`src/adc_port_pkg.sv`:
```
`default_nettype none
package adc_port_pkg;
	// ==========================================================
	// Register map (byte addresses)
	localparam logic [7:0] CTRL_ADDR    = 8'h00;
	localparam logic [7:0] STATUS_ADDR  = 8'h04;
	localparam logic [7:0] OFS_L_ADDR   = 8'h08;
	localparam logic [7:0] OFS_R_ADDR   = 8'h0C;
	localparam logic [7:0] PEAK_ADDR    = 8'h10;
	localparam logic [7:0] CMD_ADDR     = 8'h14;
	// ==========================================================
	// Control field positions
	localparam int CTRL_OS_HI    = 0;
	localparam int CTRL_I2S      = 1;
	localparam int CTRL_SLAVE    = 2;
	localparam int CTRL_HPF_BYP  = 3;
	localparam int CTRL_BARGRAPH = 4;
	localparam int CTRL_PEAK_APPEND_EN = 6;
	localparam int CMD_FILTER_START    = 0;
	localparam int CMD_PEAK_UPDATE     = 1;
	localparam logic [7:0] CTRL_RESET = 8'h00;
	// ==========================================================
	// Timing counts
	localparam int BCLK_DIV      = 4;
	localparam int FRAME_DIV_LO  = 256;
	localparam int FRAME_DIV_HI  = 512;
	localparam int WORD_BITS     = 24;
	localparam int PEAK_BITS     = 8;
	localparam int HPF_SHIFT     = 12;
	localparam logic [1:0] RESP_OKAY   = 2'b00;
	localparam logic [1:0] RESP_SLVERR = 2'b10;

	typedef struct packed {
		logic        bclk;
		logic        frame;
		logic        frame_edge;
		logic        bclk_fall;
	} clk_bus_t;

	typedef struct packed {
		logic signed [23:0] left;
		logic signed [23:0] right;
	} stereo_t;
endpackage
`default_nettype wire

```
`src/adc_serial_audio_port_ctrl.sv`:
```
`default_nettype none
module adc_serial_audio_port_ctrl
	import adc_port_pkg::*;
(
	input  wire logic               sys_clk,
	input  wire logic               rstn,
	// AXI4-Lite slave
	input  wire logic [7:0]         s_axi_awaddr,
	input  wire logic               s_axi_awvalid,
	output logic                    s_axi_awready,
	input  wire logic [31:0]        s_axi_wdata,
	input  wire logic [3:0]         s_axi_wstrb,
	input  wire logic               s_axi_wvalid,
	output logic                    s_axi_wready,
	output logic [1:0]              s_axi_bresp,
	output logic                    s_axi_bvalid,
	input  wire logic               s_axi_bready,
	input  wire logic [7:0]         s_axi_araddr,
	input  wire logic               s_axi_arvalid,
	output logic                    s_axi_arready,
	output logic [31:0]             s_axi_rdata,
	output logic [1:0]              s_axi_rresp,
	output logic                    s_axi_rvalid,
	input  wire logic               s_axi_rready,
	// Decimator samples
	input  wire logic               sample_valid,
	input  wire logic signed [23:0] full_left,
	input  wire logic signed [23:0] full_right,
	input  wire logic signed [23:0] lgd_left,
	input  wire logic signed [23:0] lgd_right,
	input  wire logic               ovf_left,
	input  wire logic               ovf_right,
	output logic [1:0]              decim_sel,
	output logic                    filter_resync,
	// Serial pins
	input  wire logic               bit_clock_in,
	output logic                    bit_clock_out,
	output logic                    bit_clock_oe_n,
	input  wire logic               frame_clock_in,
	output logic                    frame_clock,
	output logic                    frame_clock_oe_n,
	output logic                    full_precision_out,
	output logic                    secondary_audio_out
);
	// ==========================================================
	// Register state
	logic [7:0]         ctrl_q;
	logic signed [23:0] ofs_l_q;
	logic signed [23:0] ofs_r_q;
	logic               filter_start_q;
	logic               peak_update_q;
	logic [7:0]         peak_l_w;
	logic [7:0]         peak_r_w;
	clk_bus_t           clks;

	// ==========================================================
	// AXI write path: address and data taken in either order
	logic       aw_hold_q;
	logic       w_hold_q;
	logic [7:0] awaddr_q;
	logic [31:0] wdata_q;
	logic [3:0] wstrb_q;
	logic       aw_take;
	logic       w_take;
	logic       wr_fire;
	logic [7:0] wa_w;
	logic [31:0] wd_w;
	logic [3:0] ws_w;
	logic       wr_ok;

	assign s_axi_awready = !aw_hold_q && !s_axi_bvalid;
	assign s_axi_wready  = !w_hold_q && !s_axi_bvalid;
	assign aw_take = s_axi_awvalid && s_axi_awready;
	assign w_take  = s_axi_wvalid && s_axi_wready;
	assign wr_fire = (aw_hold_q || aw_take) && (w_hold_q || w_take);
	assign wa_w = aw_hold_q ? awaddr_q : s_axi_awaddr;
	assign wd_w = w_hold_q ? wdata_q : s_axi_wdata;
	assign ws_w = w_hold_q ? wstrb_q : s_axi_wstrb;

	function automatic logic mapped(input logic [7:0] a);
		mapped = (a[1:0] == 2'b00) && (a <= CMD_ADDR);
	endfunction
	assign wr_ok = mapped(wa_w) && wa_w != STATUS_ADDR && wa_w != PEAK_ADDR;

	// Write handshake tracking and response
	always_ff @(posedge sys_clk or negedge rstn) begin
		if (!rstn) begin
			aw_hold_q <= 1'b0;
			w_hold_q <= 1'b0;
			awaddr_q <= 8'h00;
			wdata_q <= 32'h0000_0000;
			wstrb_q <= 4'h0;
			s_axi_bvalid <= 1'b0;
			s_axi_bresp <= RESP_OKAY;
		end else begin
			if (aw_take)
				awaddr_q <= s_axi_awaddr;
			if (w_take) begin
				wdata_q <= s_axi_wdata;
				wstrb_q <= s_axi_wstrb;
			end
			aw_hold_q <= wr_fire ? 1'b0 : (aw_hold_q | aw_take);
			w_hold_q <= wr_fire ? 1'b0 : (w_hold_q | w_take);
			if (wr_fire) begin
				s_axi_bvalid <= 1'b1;
				s_axi_bresp <= wr_ok ? RESP_OKAY : RESP_SLVERR;
			end else if (s_axi_bready)
				s_axi_bvalid <= 1'b0;
		end
	end

	always_ff @(posedge sys_clk or negedge rstn) begin
		if (!rstn) begin
			ctrl_q <= CTRL_RESET;
			ofs_l_q <= 24'sh00_0000;
			ofs_r_q <= 24'sh00_0000;
			filter_start_q <= 1'b0;
			peak_update_q <= 1'b0;
		end else begin
			filter_start_q <= wr_fire && wa_w == CMD_ADDR && ws_w[0] && wd_w[CMD_FILTER_START];
			peak_update_q <= wr_fire && wa_w == CMD_ADDR && ws_w[0] && wd_w[CMD_PEAK_UPDATE];
			if (wr_fire && wa_w == CTRL_ADDR && ws_w[0])
				ctrl_q <= wd_w[7:0];
			for (int b = 0; b < 3; b++) begin
				if (wr_fire && wa_w == OFS_L_ADDR && ws_w[b])
					ofs_l_q[b*8 +: 8] <= wd_w[b*8 +: 8];
				if (wr_fire && wa_w == OFS_R_ADDR && ws_w[b])
					ofs_r_q[b*8 +: 8] <= wd_w[b*8 +: 8];
			end
		end
	end

	// ==========================================================
	// AXI read path, one cycle to rvalid
	logic [31:0] rd_w;
	assign rd_w = (s_axi_araddr == CTRL_ADDR)   ? {24'h00_0000, ctrl_q} :
		(s_axi_araddr == STATUS_ADDR) ? {29'h0000_0000, clks.frame, clks.bclk,
			ctrl_q[CTRL_OS_HI]} :
		(s_axi_araddr == OFS_L_ADDR)  ? {8'h00, ofs_l_q} :
		(s_axi_araddr == OFS_R_ADDR)  ? {8'h00, ofs_r_q} :
		(s_axi_araddr == PEAK_ADDR)   ? {16'h0000, peak_r_w, peak_l_w} :
		32'h0000_0000;
	assign s_axi_arready = !s_axi_rvalid;

	always_ff @(posedge sys_clk or negedge rstn) begin
		if (!rstn) begin
			s_axi_rvalid <= 1'b0;
			s_axi_rdata <= 32'h0000_0000;
			s_axi_rresp <= RESP_OKAY;
		end else if (s_axi_arvalid && s_axi_arready) begin
			s_axi_rvalid <= 1'b1;
			s_axi_rdata <= rd_w;
			s_axi_rresp <= mapped(s_axi_araddr) ? RESP_OKAY : RESP_SLVERR;
		end else if (s_axi_rready)
			s_axi_rvalid <= 1'b0;
	end

	// ==========================================================
	// decimation select: 2'b01 for 64x, 2'b10 for 128x
	assign decim_sel = ctrl_q[CTRL_OS_HI] ? 2'b10 : 2'b01;
	// filter-start pulse resyncs filter and dividers
	assign filter_resync = filter_start_q;

	audio_clkgen u_clk (
		.sys_clk   (sys_clk),
		.rstn      (rstn),
		.os_hi     (ctrl_q[CTRL_OS_HI]),
		.slave     (ctrl_q[CTRL_SLAVE]),
		.resync    (filter_start_q),
		.bclk_pin  (bit_clock_in),
		.frame_pin (frame_clock_in),
		.clks      (clks),
		.bclk_oe_n (bit_clock_oe_n),
		.frame_oe_n(frame_clock_oe_n),
		.bclk_out  (bit_clock_out),
		.frame_out (frame_clock)
	);

	// ==========================================================
	// high-pass: DC estimate subtracted unless bypassed
	logic signed [35:0] dc_l_q;
	logic signed [35:0] dc_r_q;
	stereo_t            hp_w;
	stereo_t            full_w;
	stereo_t            lgd_w;
	stereo_t            hold_full_q;
	stereo_t            hold_lgd_q;
	logic               byp;
	assign byp = ctrl_q[CTRL_HPF_BYP];
	assign hp_w.left  = full_left - 24'(dc_l_q >>> HPF_SHIFT);
	assign hp_w.right = full_right - 24'(dc_r_q >>> HPF_SHIFT);
	// imposed offset added after the filter
	assign full_w.left  = (byp ? full_left : hp_w.left) + ofs_l_q;
	assign full_w.right = (byp ? full_right : hp_w.right) + ofs_r_q;
	assign lgd_w.left   = lgd_left + ofs_l_q;
	assign lgd_w.right  = lgd_right + ofs_r_q;

	// both channels latched together from one sample
	always_ff @(posedge sys_clk or negedge rstn) begin
		if (!rstn) begin
			dc_l_q <= 36'sh0_0000_0000;
			dc_r_q <= 36'sh0_0000_0000;
			hold_full_q <= '0;
			hold_lgd_q <= '0;
		end else if (filter_start_q) begin
			dc_l_q <= 36'sh0_0000_0000;
			dc_r_q <= 36'sh0_0000_0000;
		end else if (sample_valid) begin
			dc_l_q <= dc_l_q + 36'(hp_w.left);
			dc_r_q <= dc_r_q + 36'(hp_w.right);
			hold_full_q <= full_w;
			hold_lgd_q <= lgd_w;
		end
	end

	// ==========================================================
	// peak monitors
	peak_meter u_pk_l (
		.sys_clk(sys_clk), .rstn(rstn), .sample_valid(sample_valid),
		.sample(full_left), .overflow(ovf_left), .update(peak_update_q),
		.bargraph(ctrl_q[CTRL_BARGRAPH]), .peak_level_bits(peak_l_w)
	);
	peak_meter u_pk_r (
		.sys_clk(sys_clk), .rstn(rstn), .sample_valid(sample_valid),
		.sample(full_right), .overflow(ovf_right), .update(peak_update_q),
		.bargraph(ctrl_q[CTRL_BARGRAPH]), .peak_level_bits(peak_r_w)
	);

	// ==========================================================
	// Serialiser: 32-bit shift word per channel, loaded on frame edge
	logic [31:0] sh1_q;
	logic [31:0] sh2_q;
	logic        i2s_dly_q;
	logic [31:0] ld1_w;
	logic [31:0] ld2_w;
	logic        i2s;
	stereo_t     pair_full_q;
	stereo_t     pair_lgd_q;
	assign i2s = ctrl_q[CTRL_I2S];
	// peak bits follow word when enabled; MSB first two's complement
	assign ld1_w = {clks.frame ? pair_full_q.right : hold_full_q.left,
		ctrl_q[CTRL_PEAK_APPEND_EN] ? (clks.frame ? peak_r_w : peak_l_w) : 8'h00};
	assign ld2_w = {clks.frame ? pair_lgd_q.right : hold_lgd_q.left,
		ctrl_q[CTRL_PEAK_APPEND_EN] ? (clks.frame ? peak_r_w : peak_l_w) : 8'h00};

	// I2S delays the MSB by one bit clock
	always_ff @(posedge sys_clk or negedge rstn) begin
		if (!rstn) begin
			sh1_q <= 32'h0000_0000;
			sh2_q <= 32'h0000_0000;
			i2s_dly_q <= 1'b0;
			full_precision_out <= 1'b0;
			secondary_audio_out <= 1'b0;
			pair_full_q <= '0;
			pair_lgd_q <= '0;
		end else begin
			if (clks.frame_edge) begin
				sh1_q <= ld1_w;
				sh2_q <= ld2_w;
				i2s_dly_q <= i2s;
				// left start freezes the pair, so the right word is no newer
				if (!clks.frame) begin
					pair_full_q <= hold_full_q;
					pair_lgd_q <= hold_lgd_q;
				end
			end else if (clks.bclk_fall) begin
				if (i2s_dly_q)
					i2s_dly_q <= 1'b0;
				else begin
					sh1_q <= {sh1_q[30:0], 1'b0};
					sh2_q <= {sh2_q[30:0], 1'b0};
				end
			end
			if (clks.frame_edge) begin
				full_precision_out <= i2s ? 1'b0 : ld1_w[31];
				secondary_audio_out <= i2s ? 1'b0 : ld2_w[31];
			end else if (clks.bclk_fall) begin
				full_precision_out <= i2s_dly_q ? sh1_q[31] : sh1_q[30];
				secondary_audio_out <= i2s_dly_q ? sh2_q[31] : sh2_q[30];
			end
		end
	end

	// ==========================================================
	// Checks
	property p_lj_msb;
		@(posedge sys_clk) disable iff (!rstn)
		(clks.frame_edge && !i2s) |=> full_precision_out == $past(ld1_w[31]);
	endproperty
	a_lj_msb: assert property (p_lj_msb) else $error("LJ MSB not at edge");
	property p_i2s_gap;
		@(posedge sys_clk) disable iff (!rstn)
		(clks.frame_edge && i2s) |=> !full_precision_out;
	endproperty
	a_i2s_gap: assert property (p_i2s_gap) else $error("I2S MSB too early");
	property p_default_lo;
		@(posedge sys_clk) $rose(rstn) |-> decim_sel == 2'b01;
	endproperty
	a_default_lo: assert property (p_default_lo) else $error("reset not 64x");
	property p_decim;
		@(posedge sys_clk) disable iff (!rstn)
		decim_sel == (ctrl_q[CTRL_OS_HI] ? 2'b10 : 2'b01);
	endproperty
	a_decim: assert property (p_decim) else $error("decimation mismatch");
	property p_master_oe;
		@(posedge sys_clk) disable iff (!rstn)
		!ctrl_q[CTRL_SLAVE] |-> (!bit_clock_oe_n && !frame_clock_oe_n);
	endproperty
	a_master_oe: assert property (p_master_oe) else $error("master not driving");
	property p_ofs;
		@(posedge sys_clk) disable iff (!rstn)
		(sample_valid && byp && !filter_start_q) |=>
			hold_full_q.left == $past(full_left) + $past(ofs_l_q);
	endproperty
	a_ofs: assert property (p_ofs) else $error("offset not applied");
	property p_peak_append_off;
		@(posedge sys_clk) disable iff (!rstn)
		!ctrl_q[CTRL_PEAK_APPEND_EN] |-> ld1_w[7:0] == 8'h00;
	endproperty
	a_peak_append_off: assert property (p_peak_append_off) else $error("peak bits leaked");
	property p_resync;
		@(posedge sys_clk) disable iff (!rstn)
		(wr_fire && wa_w == CMD_ADDR && ws_w[0] && wd_w[CMD_FILTER_START]) |=> filter_resync;
	endproperty
	a_resync: assert property (p_resync) else $error("filter-start lost");
	c_write: cover property (@(posedge sys_clk) wr_fire);
	c_i2s: cover property (@(posedge sys_clk) clks.frame_edge && i2s);
	c_peak_update: cover property (@(posedge sys_clk) peak_update_q);
endmodule
`default_nettype wire

```
`src/audio_clkgen.sv`:
```
`default_nettype none
module audio_clkgen
	import adc_port_pkg::*;
(
	input  wire logic sys_clk,
	input  wire logic rstn,
	input  wire logic os_hi,
	input  wire logic slave,
	input  wire logic resync,
	input  wire logic bclk_pin,
	input  wire logic frame_pin,
	output clk_bus_t  clks,
	output logic      bclk_oe_n,
	output logic      frame_oe_n,
	output logic      bclk_out,
	output logic      frame_out
);
	// ==========================================================
	// Master divider: bit clock mclk/4, frame mclk/256 or /512
	logic [8:0] div_q;
	logic [1:0] bs_q;
	logic [1:0] fs_q;
	logic       bprev_q;
	logic       fprev_q;
	logic       bclk_w;
	logic       frame_w;
	logic       frame_m;

	// divider ratios; one counter serves both so edges align
	assign frame_m = os_hi ? div_q[8] : div_q[7];
	assign bclk_w  = slave ? bs_q[1] : div_q[1];
	assign frame_w = slave ? fs_q[1] : frame_m;
	assign bclk_oe_n  = slave;
	assign frame_oe_n = slave;
	assign bclk_out   = div_q[1];
	assign frame_out  = frame_m;
	assign clks.bclk       = bclk_w;
	assign clks.frame      = frame_w;
	assign clks.frame_edge = frame_w != fprev_q;
	assign clks.bclk_fall  = bprev_q & ~bclk_w;

	always_ff @(posedge sys_clk or negedge rstn) begin
		if (!rstn) begin
			div_q <= 9'h000;
			bs_q <= 2'b00;
			fs_q <= 2'b00;
			bprev_q <= 1'b0;
			fprev_q <= 1'b0;
		end else begin
			div_q <= resync ? 9'h000 : div_q + 9'h001;
			bs_q <= {bs_q[0], bclk_pin};
			fs_q <= {fs_q[0], frame_pin};
			bprev_q <= bclk_w;
			fprev_q <= frame_w;
		end
	end

	property p_resync;
		@(posedge sys_clk) disable iff (!rstn)
		resync |=> div_q == 9'h000;
	endproperty
	a_resync: assert property (p_resync) else $error("divider not resynced");
	// Mode must hold across the edge, so a control write cannot trip these
	property p_lo_frame;
		@(posedge sys_clk) disable iff (!rstn)
		(!os_hi && !resync && div_q == 9'h07F) ##1 !os_hi |-> frame_out;
	endproperty
	a_lo_frame: assert property (p_lo_frame) else $error("frame /256 wrong");
	property p_hi_frame;
		@(posedge sys_clk) disable iff (!rstn)
		(os_hi && !resync && div_q == 9'h0FF) ##1 os_hi |-> frame_out;
	endproperty
	a_hi_frame: assert property (p_hi_frame) else $error("frame /512 wrong");
endmodule
`default_nettype wire

```
`src/peak_meter.sv`:
```
`default_nettype none
module peak_meter
	import adc_port_pkg::*;
(
	input  wire logic               sys_clk,
	input  wire logic               rstn,
	input  wire logic               sample_valid,
	input  wire logic signed [23:0] sample,
	input  wire logic               overflow,
	input  wire logic               update,
	input  wire logic               bargraph,
	output logic [7:0]              peak_level_bits
);
	// ==========================================================
	// Magnitude and attenuation from leading-zero count
	logic [23:0] mag_w;
	logic [23:0] act_q;
	logic [23:0] act_d;
	logic        ovf_q;
	logic [7:0]  code_w;
	assign mag_w = sample[23] ? 24'(~sample) : 24'(sample);

	// Approx 6 dB per bit; cheap meter, accuracy traded for area
	function automatic logic [7:0] enc(input logic [23:0] m, input logic ov,
			input logic bar);
		logic [5:0] att;
		logic       idle;
		att = 6'd0;
		for (int i = 0; i < 23; i++) begin
			if (m[22-i] == 1'b0 && att == 6'(i))
				att = 6'(i + 1);
		end
		att  = (att > 6'd10) ? 6'd60 : 6'(att * 6);
		idle = (att >= 6'd60);
		if (!bar)
			enc = {ov, idle, att};
		else if (ov)
			enc = 8'hFF;
		else if (att < 6'd3)
			enc = 8'h7F;
		else if (att < 6'd6)
			enc = 8'h3F;
		else if (att < 6'd10)
			enc = 8'h1F;
		else if (att < 6'd20)
			enc = 8'h0F;
		else if (att < 6'd30)
			enc = 8'h07;
		else if (att < 6'd40)
			enc = 8'h03;
		else if (att < 6'd60)
			enc = 8'h01;
		else
			enc = 8'h00;
	endfunction

	assign code_w = enc(act_q, ovf_q, bargraph);
	// peak tracking; a sample landing with the update seeds the new peak
	assign act_d = update ? (sample_valid ? mag_w : 24'h00_0000) :
		(sample_valid && mag_w > act_q) ? mag_w : act_q;

	always_ff @(posedge sys_clk or negedge rstn) begin
		if (!rstn) begin
			act_q <= 24'h00_0000;
			ovf_q <= 1'b0;
			peak_level_bits <= 8'h00;
		end else begin
			act_q <= act_d;
			ovf_q <= (update ? 1'b0 : ovf_q) | (sample_valid & overflow); // Set wins
			if (update)
				peak_level_bits <= code_w;
		end
	end

	property p_update_clears;
		@(posedge sys_clk) disable iff (!rstn)
		update |=> act_q == ($past(sample_valid) ? $past(mag_w) : 24'h00_0000);
	endproperty
	a_update_clears: assert property (p_update_clears) else $error("active peak not cleared");
endmodule
`default_nettype wire
```
`config.mk`:
```
export PLATFORM = sky130hd
export DESIGN_NAME = adc_serial_audio_port_ctrl
export DESIGN_NICKNAME = d
export VERILOG_FILES = /design/src/adc_port_pkg.sv /design/src/adc_serial_audio_port_ctrl.sv /design/src/audio_clkgen.sv /design/src/peak_meter.sv
export SDC_FILE = /design/constraint.sdc
export NUM_CORES = 2
export LEC_CHECK = 0
export ABC_AREA = 1
export BUFFER_PORTS_ARGS = -buffer_cell sky130_fd_sc_hd__buf_4
export CAP_MARGIN = 20
export CORE_ASPECT_RATIO = 0.7
export CORE_UTILIZATION = 34
export CTS_BUF_LIST = sky130_fd_sc_hd__clkbuf_8
export CTS_CLUSTER_SIZE = 12
export DETAILED_ROUTE_END_ITERATION = 6
export HOLD_SLACK_MARGIN = 0.1
export PLACE_DENSITY = 0.54
export SKIP_CTS_REPAIR_TIMING = 1
export SLEW_MARGIN = 20
export SYNTH_ARGS = -nofsm -noshare
export SYNTH_HDL_FRONTEND = slang
export SYNTH_SLANG_ARGS = --single-unit
```
`constraint.sdc`:
```
create_clock -name sys_clk -period 5.9 [get_ports sys_clk]
set_input_delay 1.18 -clock sys_clk [delete_from_list [all_inputs] [get_ports sys_clk]]
set_output_delay 1.18 -clock sys_clk [all_outputs]
set_load 0.005 [all_outputs]
```
==> flow_metrics.tcl <==
set metrics [dict create \
    die_h_microns 259 \
    grt_util_met1 0.343 \
    use_met3 0.0491 \
    cp_max_fo 3 \
    fmax_ghz 0.192 \
    ys_seq_area_frac 0.371 \
    finalPower_w 0.0232 \
    finalMaxSlewViolations 0 \
    nNetsFinal 4768 \
    violations "design-rule violations" \
    setup_viol 0 \
    synthTopCellsByCount "nand2_1 (907), o21ai_0 (497), dfrtp_1 (477)" \
    worstMarginPinSlew_ns 1.07 \
    yosysMostFrequentCell "nand2_1" \
    clock-sinks 477 \
    cts_tree "built" \
    drv_cap 0 \
    ys_warn_count 0 \
    power_leakage_nw 17.9 \
    viasPerCell 5.13 \
    powerDensity_nw_per_um2 629 \
    rows 93 \
    dp.cells 5479 \
    gr-max-usage-layer "met1" \
    drive_gt1_frac 0.109 \
    min_path_type "reg2reg" \
    grt-ovfl-total 0 \
    ios 210 \
    vdd_drop_max_v 0.000371 \
    detail_route.first_pass.iterations 7 \
    relSlewSlack 0.282 \
    clk_pin_slew_worst_paths_ns 0.06 \
    ys_seq_elements 477 \
    finClkSkew_ns 0.0431 \
    status "complete, but fails checks" \
    antenna_left 0 \
    vias 28900 \
    synth.area.top_cells "dfrtp_1 (37%), nand2_1 (11%), ha_1 (10%)" \
    ys_types 68 \
    grt_pass1_wl_microns 165000 \
    dp_hpwl_microns 82400 \
    grt_use_total 0.226 \
    use_met2 0.316 \
    syn_area_sq_um 32200 \
    post-route-min-period_ns 5.22 \
    htreeDepth 3 \
    cts_max_path_buffers 3 \
    hold_viol_final 0 \
    cts_root_buffer "clkbuf_8" \
    grt_max_degree 130 \
    endpoint_kind "flip-flop" \
    area_delta_synth_final_pct 14.5 \
    cp.required_ns 6.54 \
    syn_inst 4149 \
    synth_top_area_cell "dfrtp_1" \
    drt-initial-drc-count 2386 \
    start_util 0.346 \
    portBuffers 190 \
    syn_area_per_cell_sq_um 7.75 \
    yosys.area.top_type_share 0.371 \
    synth-edff-count 0 \
    crit_type "in2reg" \
    route.detailed.drc 2 \
    yosys_most_used_dff "dfrtp_1" \
    start_kind "input pin" \
    stdcell_count 5633 \
    ys_async_sr_fraction 1.00 \
    wl_per_cell_microns 19.3 \
    clk_latency_ns 0.77 \
    period_share 0.885 \
    antenna_found_initial 3 \
    rsz0062_at_grt "false" \
    routed_wl_microns 109000 \
    grt_pass1_vias 26600 \
    cts_buffers 84 \
    core_area_sq_um 92900 \
    place_congestion 0.936 \
    die-area_sq_um 95800 \
    die_x_microns 370 \
    crit_arrival_ns 5.86 \
]
==> through the flow <==
step | cell area (sq um) | hold WS [ns] | setup WS, ns | TNS (ns) | utilization
floorplan | 32200 | 0.331 | 0.699 | 0 | -
global placement | 35000 | 0.332 | 0.0121 | 0 | 0.377
detailed placement | 35000 | 0.337 | -0.0868 | -0.0875 | 0.377
CTS | 36800 | 0.339 | 0.752 | 0 | 0.397
global route | 36800 | 0.367 | 0.215 | 0 | 0.397
finish | 36800 | 0.351 | 0.680 | 0 | 0.397
==> final cells by class <==
cell class,instances,area [sq um]
clock buffers,101,1390
flip-flops and latches,477,11900
diodes,2,5.00
repair buffers,237,1840
inverters,444,1670
clock inverters,51,423
well taps,1235,1550
fillers,9702,56000
multi-input cells,3086,18000
==> state kept, by name (all words and copies together), names as in the netlist, 3 cells and up <==
signal / flops
dc_l_q: 36
awaddr_q: 8
ctrl_q: 8
hold_lgd_q: 48
hold_full_q: 48
u_pk_l.peak_level_bits: 8
ofs_r_q: 24
sh1_q: 32
dc_r_q: 36
s_axi_rdata: 24
wdata_q: 24
u_clk.div_q: 9
u_pk_r.act_q: 23
ofs_l_q: 24
sh2_q: 24
u_pk_r.peak_level_bits: 8
pair_lgd_q: 24
u_pk_l.act_q: 23
pair_full_q: 24
wstrb_q: 3
==> path summary, 6_finish.rpt <==
kind	startpoint	to	slack (ns)	cells past startpoint
min in group asynchronous	rstn	hold_lgd_q[10]$_DFFE_PN0P_	0.39	1
worst min-delay path	u_clk.bs_q[0]$_DFF_PN0_	u_clk.bs_q[1]$_DFF_PN0_	0.35	0
max in group asynchronous	rstn	u_pk_l.act_q[12]$_DFFE_PN0P_	4.36	2
worst min register to register	u_clk.bs_q[0]$_DFF_PN0_	u_clk.bs_q[1]$_DFF_PN0_	0.35	0
worst max register to register	dc_r_q[12]$_DFFE_PN0P_	dc_r_q[35]$_DFFE_PN0P_	0.76	26
worst max-delay path	full_right[0]	dc_r_q[35]$_DFFE_PN0P_	0.68	28
==> logic make-up after synthesis <==
kind of cell / synth area share
flops: 0.371
other cells: 0.000117
simple gates: 0.186
compound gates: 0.201
mux: 0.0129
fa+ha+maj: 0.110
buf+inv: 0.0709
xor+xnor: 0.0471
==> layout by cell type, fill, tap and decap left out, types with 6 or more instances in the layout <==
| cell type | count |
|---|---|
| a211oi_1 | 7 |
| a21boi_1 | 13 |
| a21o_1 | 12 |
| a21oi_1 | 416 |
| a221oi_1 | 11 |
| a31oi_1 | 35 |
| buf_4 | 232 |
| clkbuf_8 | 101 |
| clkinv_2 | 6 |
| conb_1 | 10 |
| dfrtp_1 | 476 |
| fa_1 | 10 |
| ha_1 | 267 |
| inv_1 | 464 |
| inv_2 | 6 |
| mux2_2 | 36 |
| nand2_1 | 906 |
| nand2_2 | 10 |
| nand3_1 | 153 |
| nand3_2 | 6 |
| nand3b_1 | 6 |
| nand4_1 | 20 |
| nor2_1 | 213 |
| nor2_2 | 7 |
| nor2_4 | 8 |
| nor3_1 | 28 |
| nor4_1 | 11 |
| o211ai_1 | 56 |
| o21a_1 | 14 |
| o21ai_0 | 496 |
| o21ai_1 | 25 |
| o21bai_1 | 10 |
| o221ai_1 | 9 |
| o22ai_1 | 19 |
| o31ai_1 | 22 |
| or2_2 | 17 |
| xnor2_1 | 40 |
| xor2_1 | 133 |
==> metal layers <==
| layer | share of wire | routed length (microns) | up-vias |
|---|---|---|---|
| li1 | - | - | 14400 |
| met1 | 0.50 | 54400 | 13500 |
| met2 | 0.40 | 44000 | 839 |
| met3 | 0.070 | 7650 | 149 |
| met4 | 0.027 | 2970 | 0 |
| met5 | 0 | 0 | - |
==> critical path: stages <==
cell	delay, ns
buf_4	0.13
inv_1	0.05
ha_1	0.13
inv_1	0.06
fa_1	0.39
nand3_1	0.10
nand2_1	0.08
a21oi_1	0.25
o21ai_2	0.09
a21boi_1	0.20
o21ai_0	0.16
a21boi_1	0.24
o21ai_0	0.17
a21boi_1	0.21
o21ai_1	0.10
a21oi_1	0.15
nand2_1	0.08
and2_1	0.20
ha_1	0.30
a21oi_1	0.19
nor2_1	0.06
a211oi_1	0.24
a21oi_1	0.11
a211oi_1	0.29
nand3_1	0.18
a31oi_1	0.21
xor2_1	0.09
o31ai_1	0.21
==> report_power, final <==
group	internal (W)	switching [W]	total (W)
clock	0.00180	0.00157	0.00338
combinational	0.00511	0.00937	0.0145
sequential	0.00448	0.000824	0.00531
(Power assumes the default switching activity.)
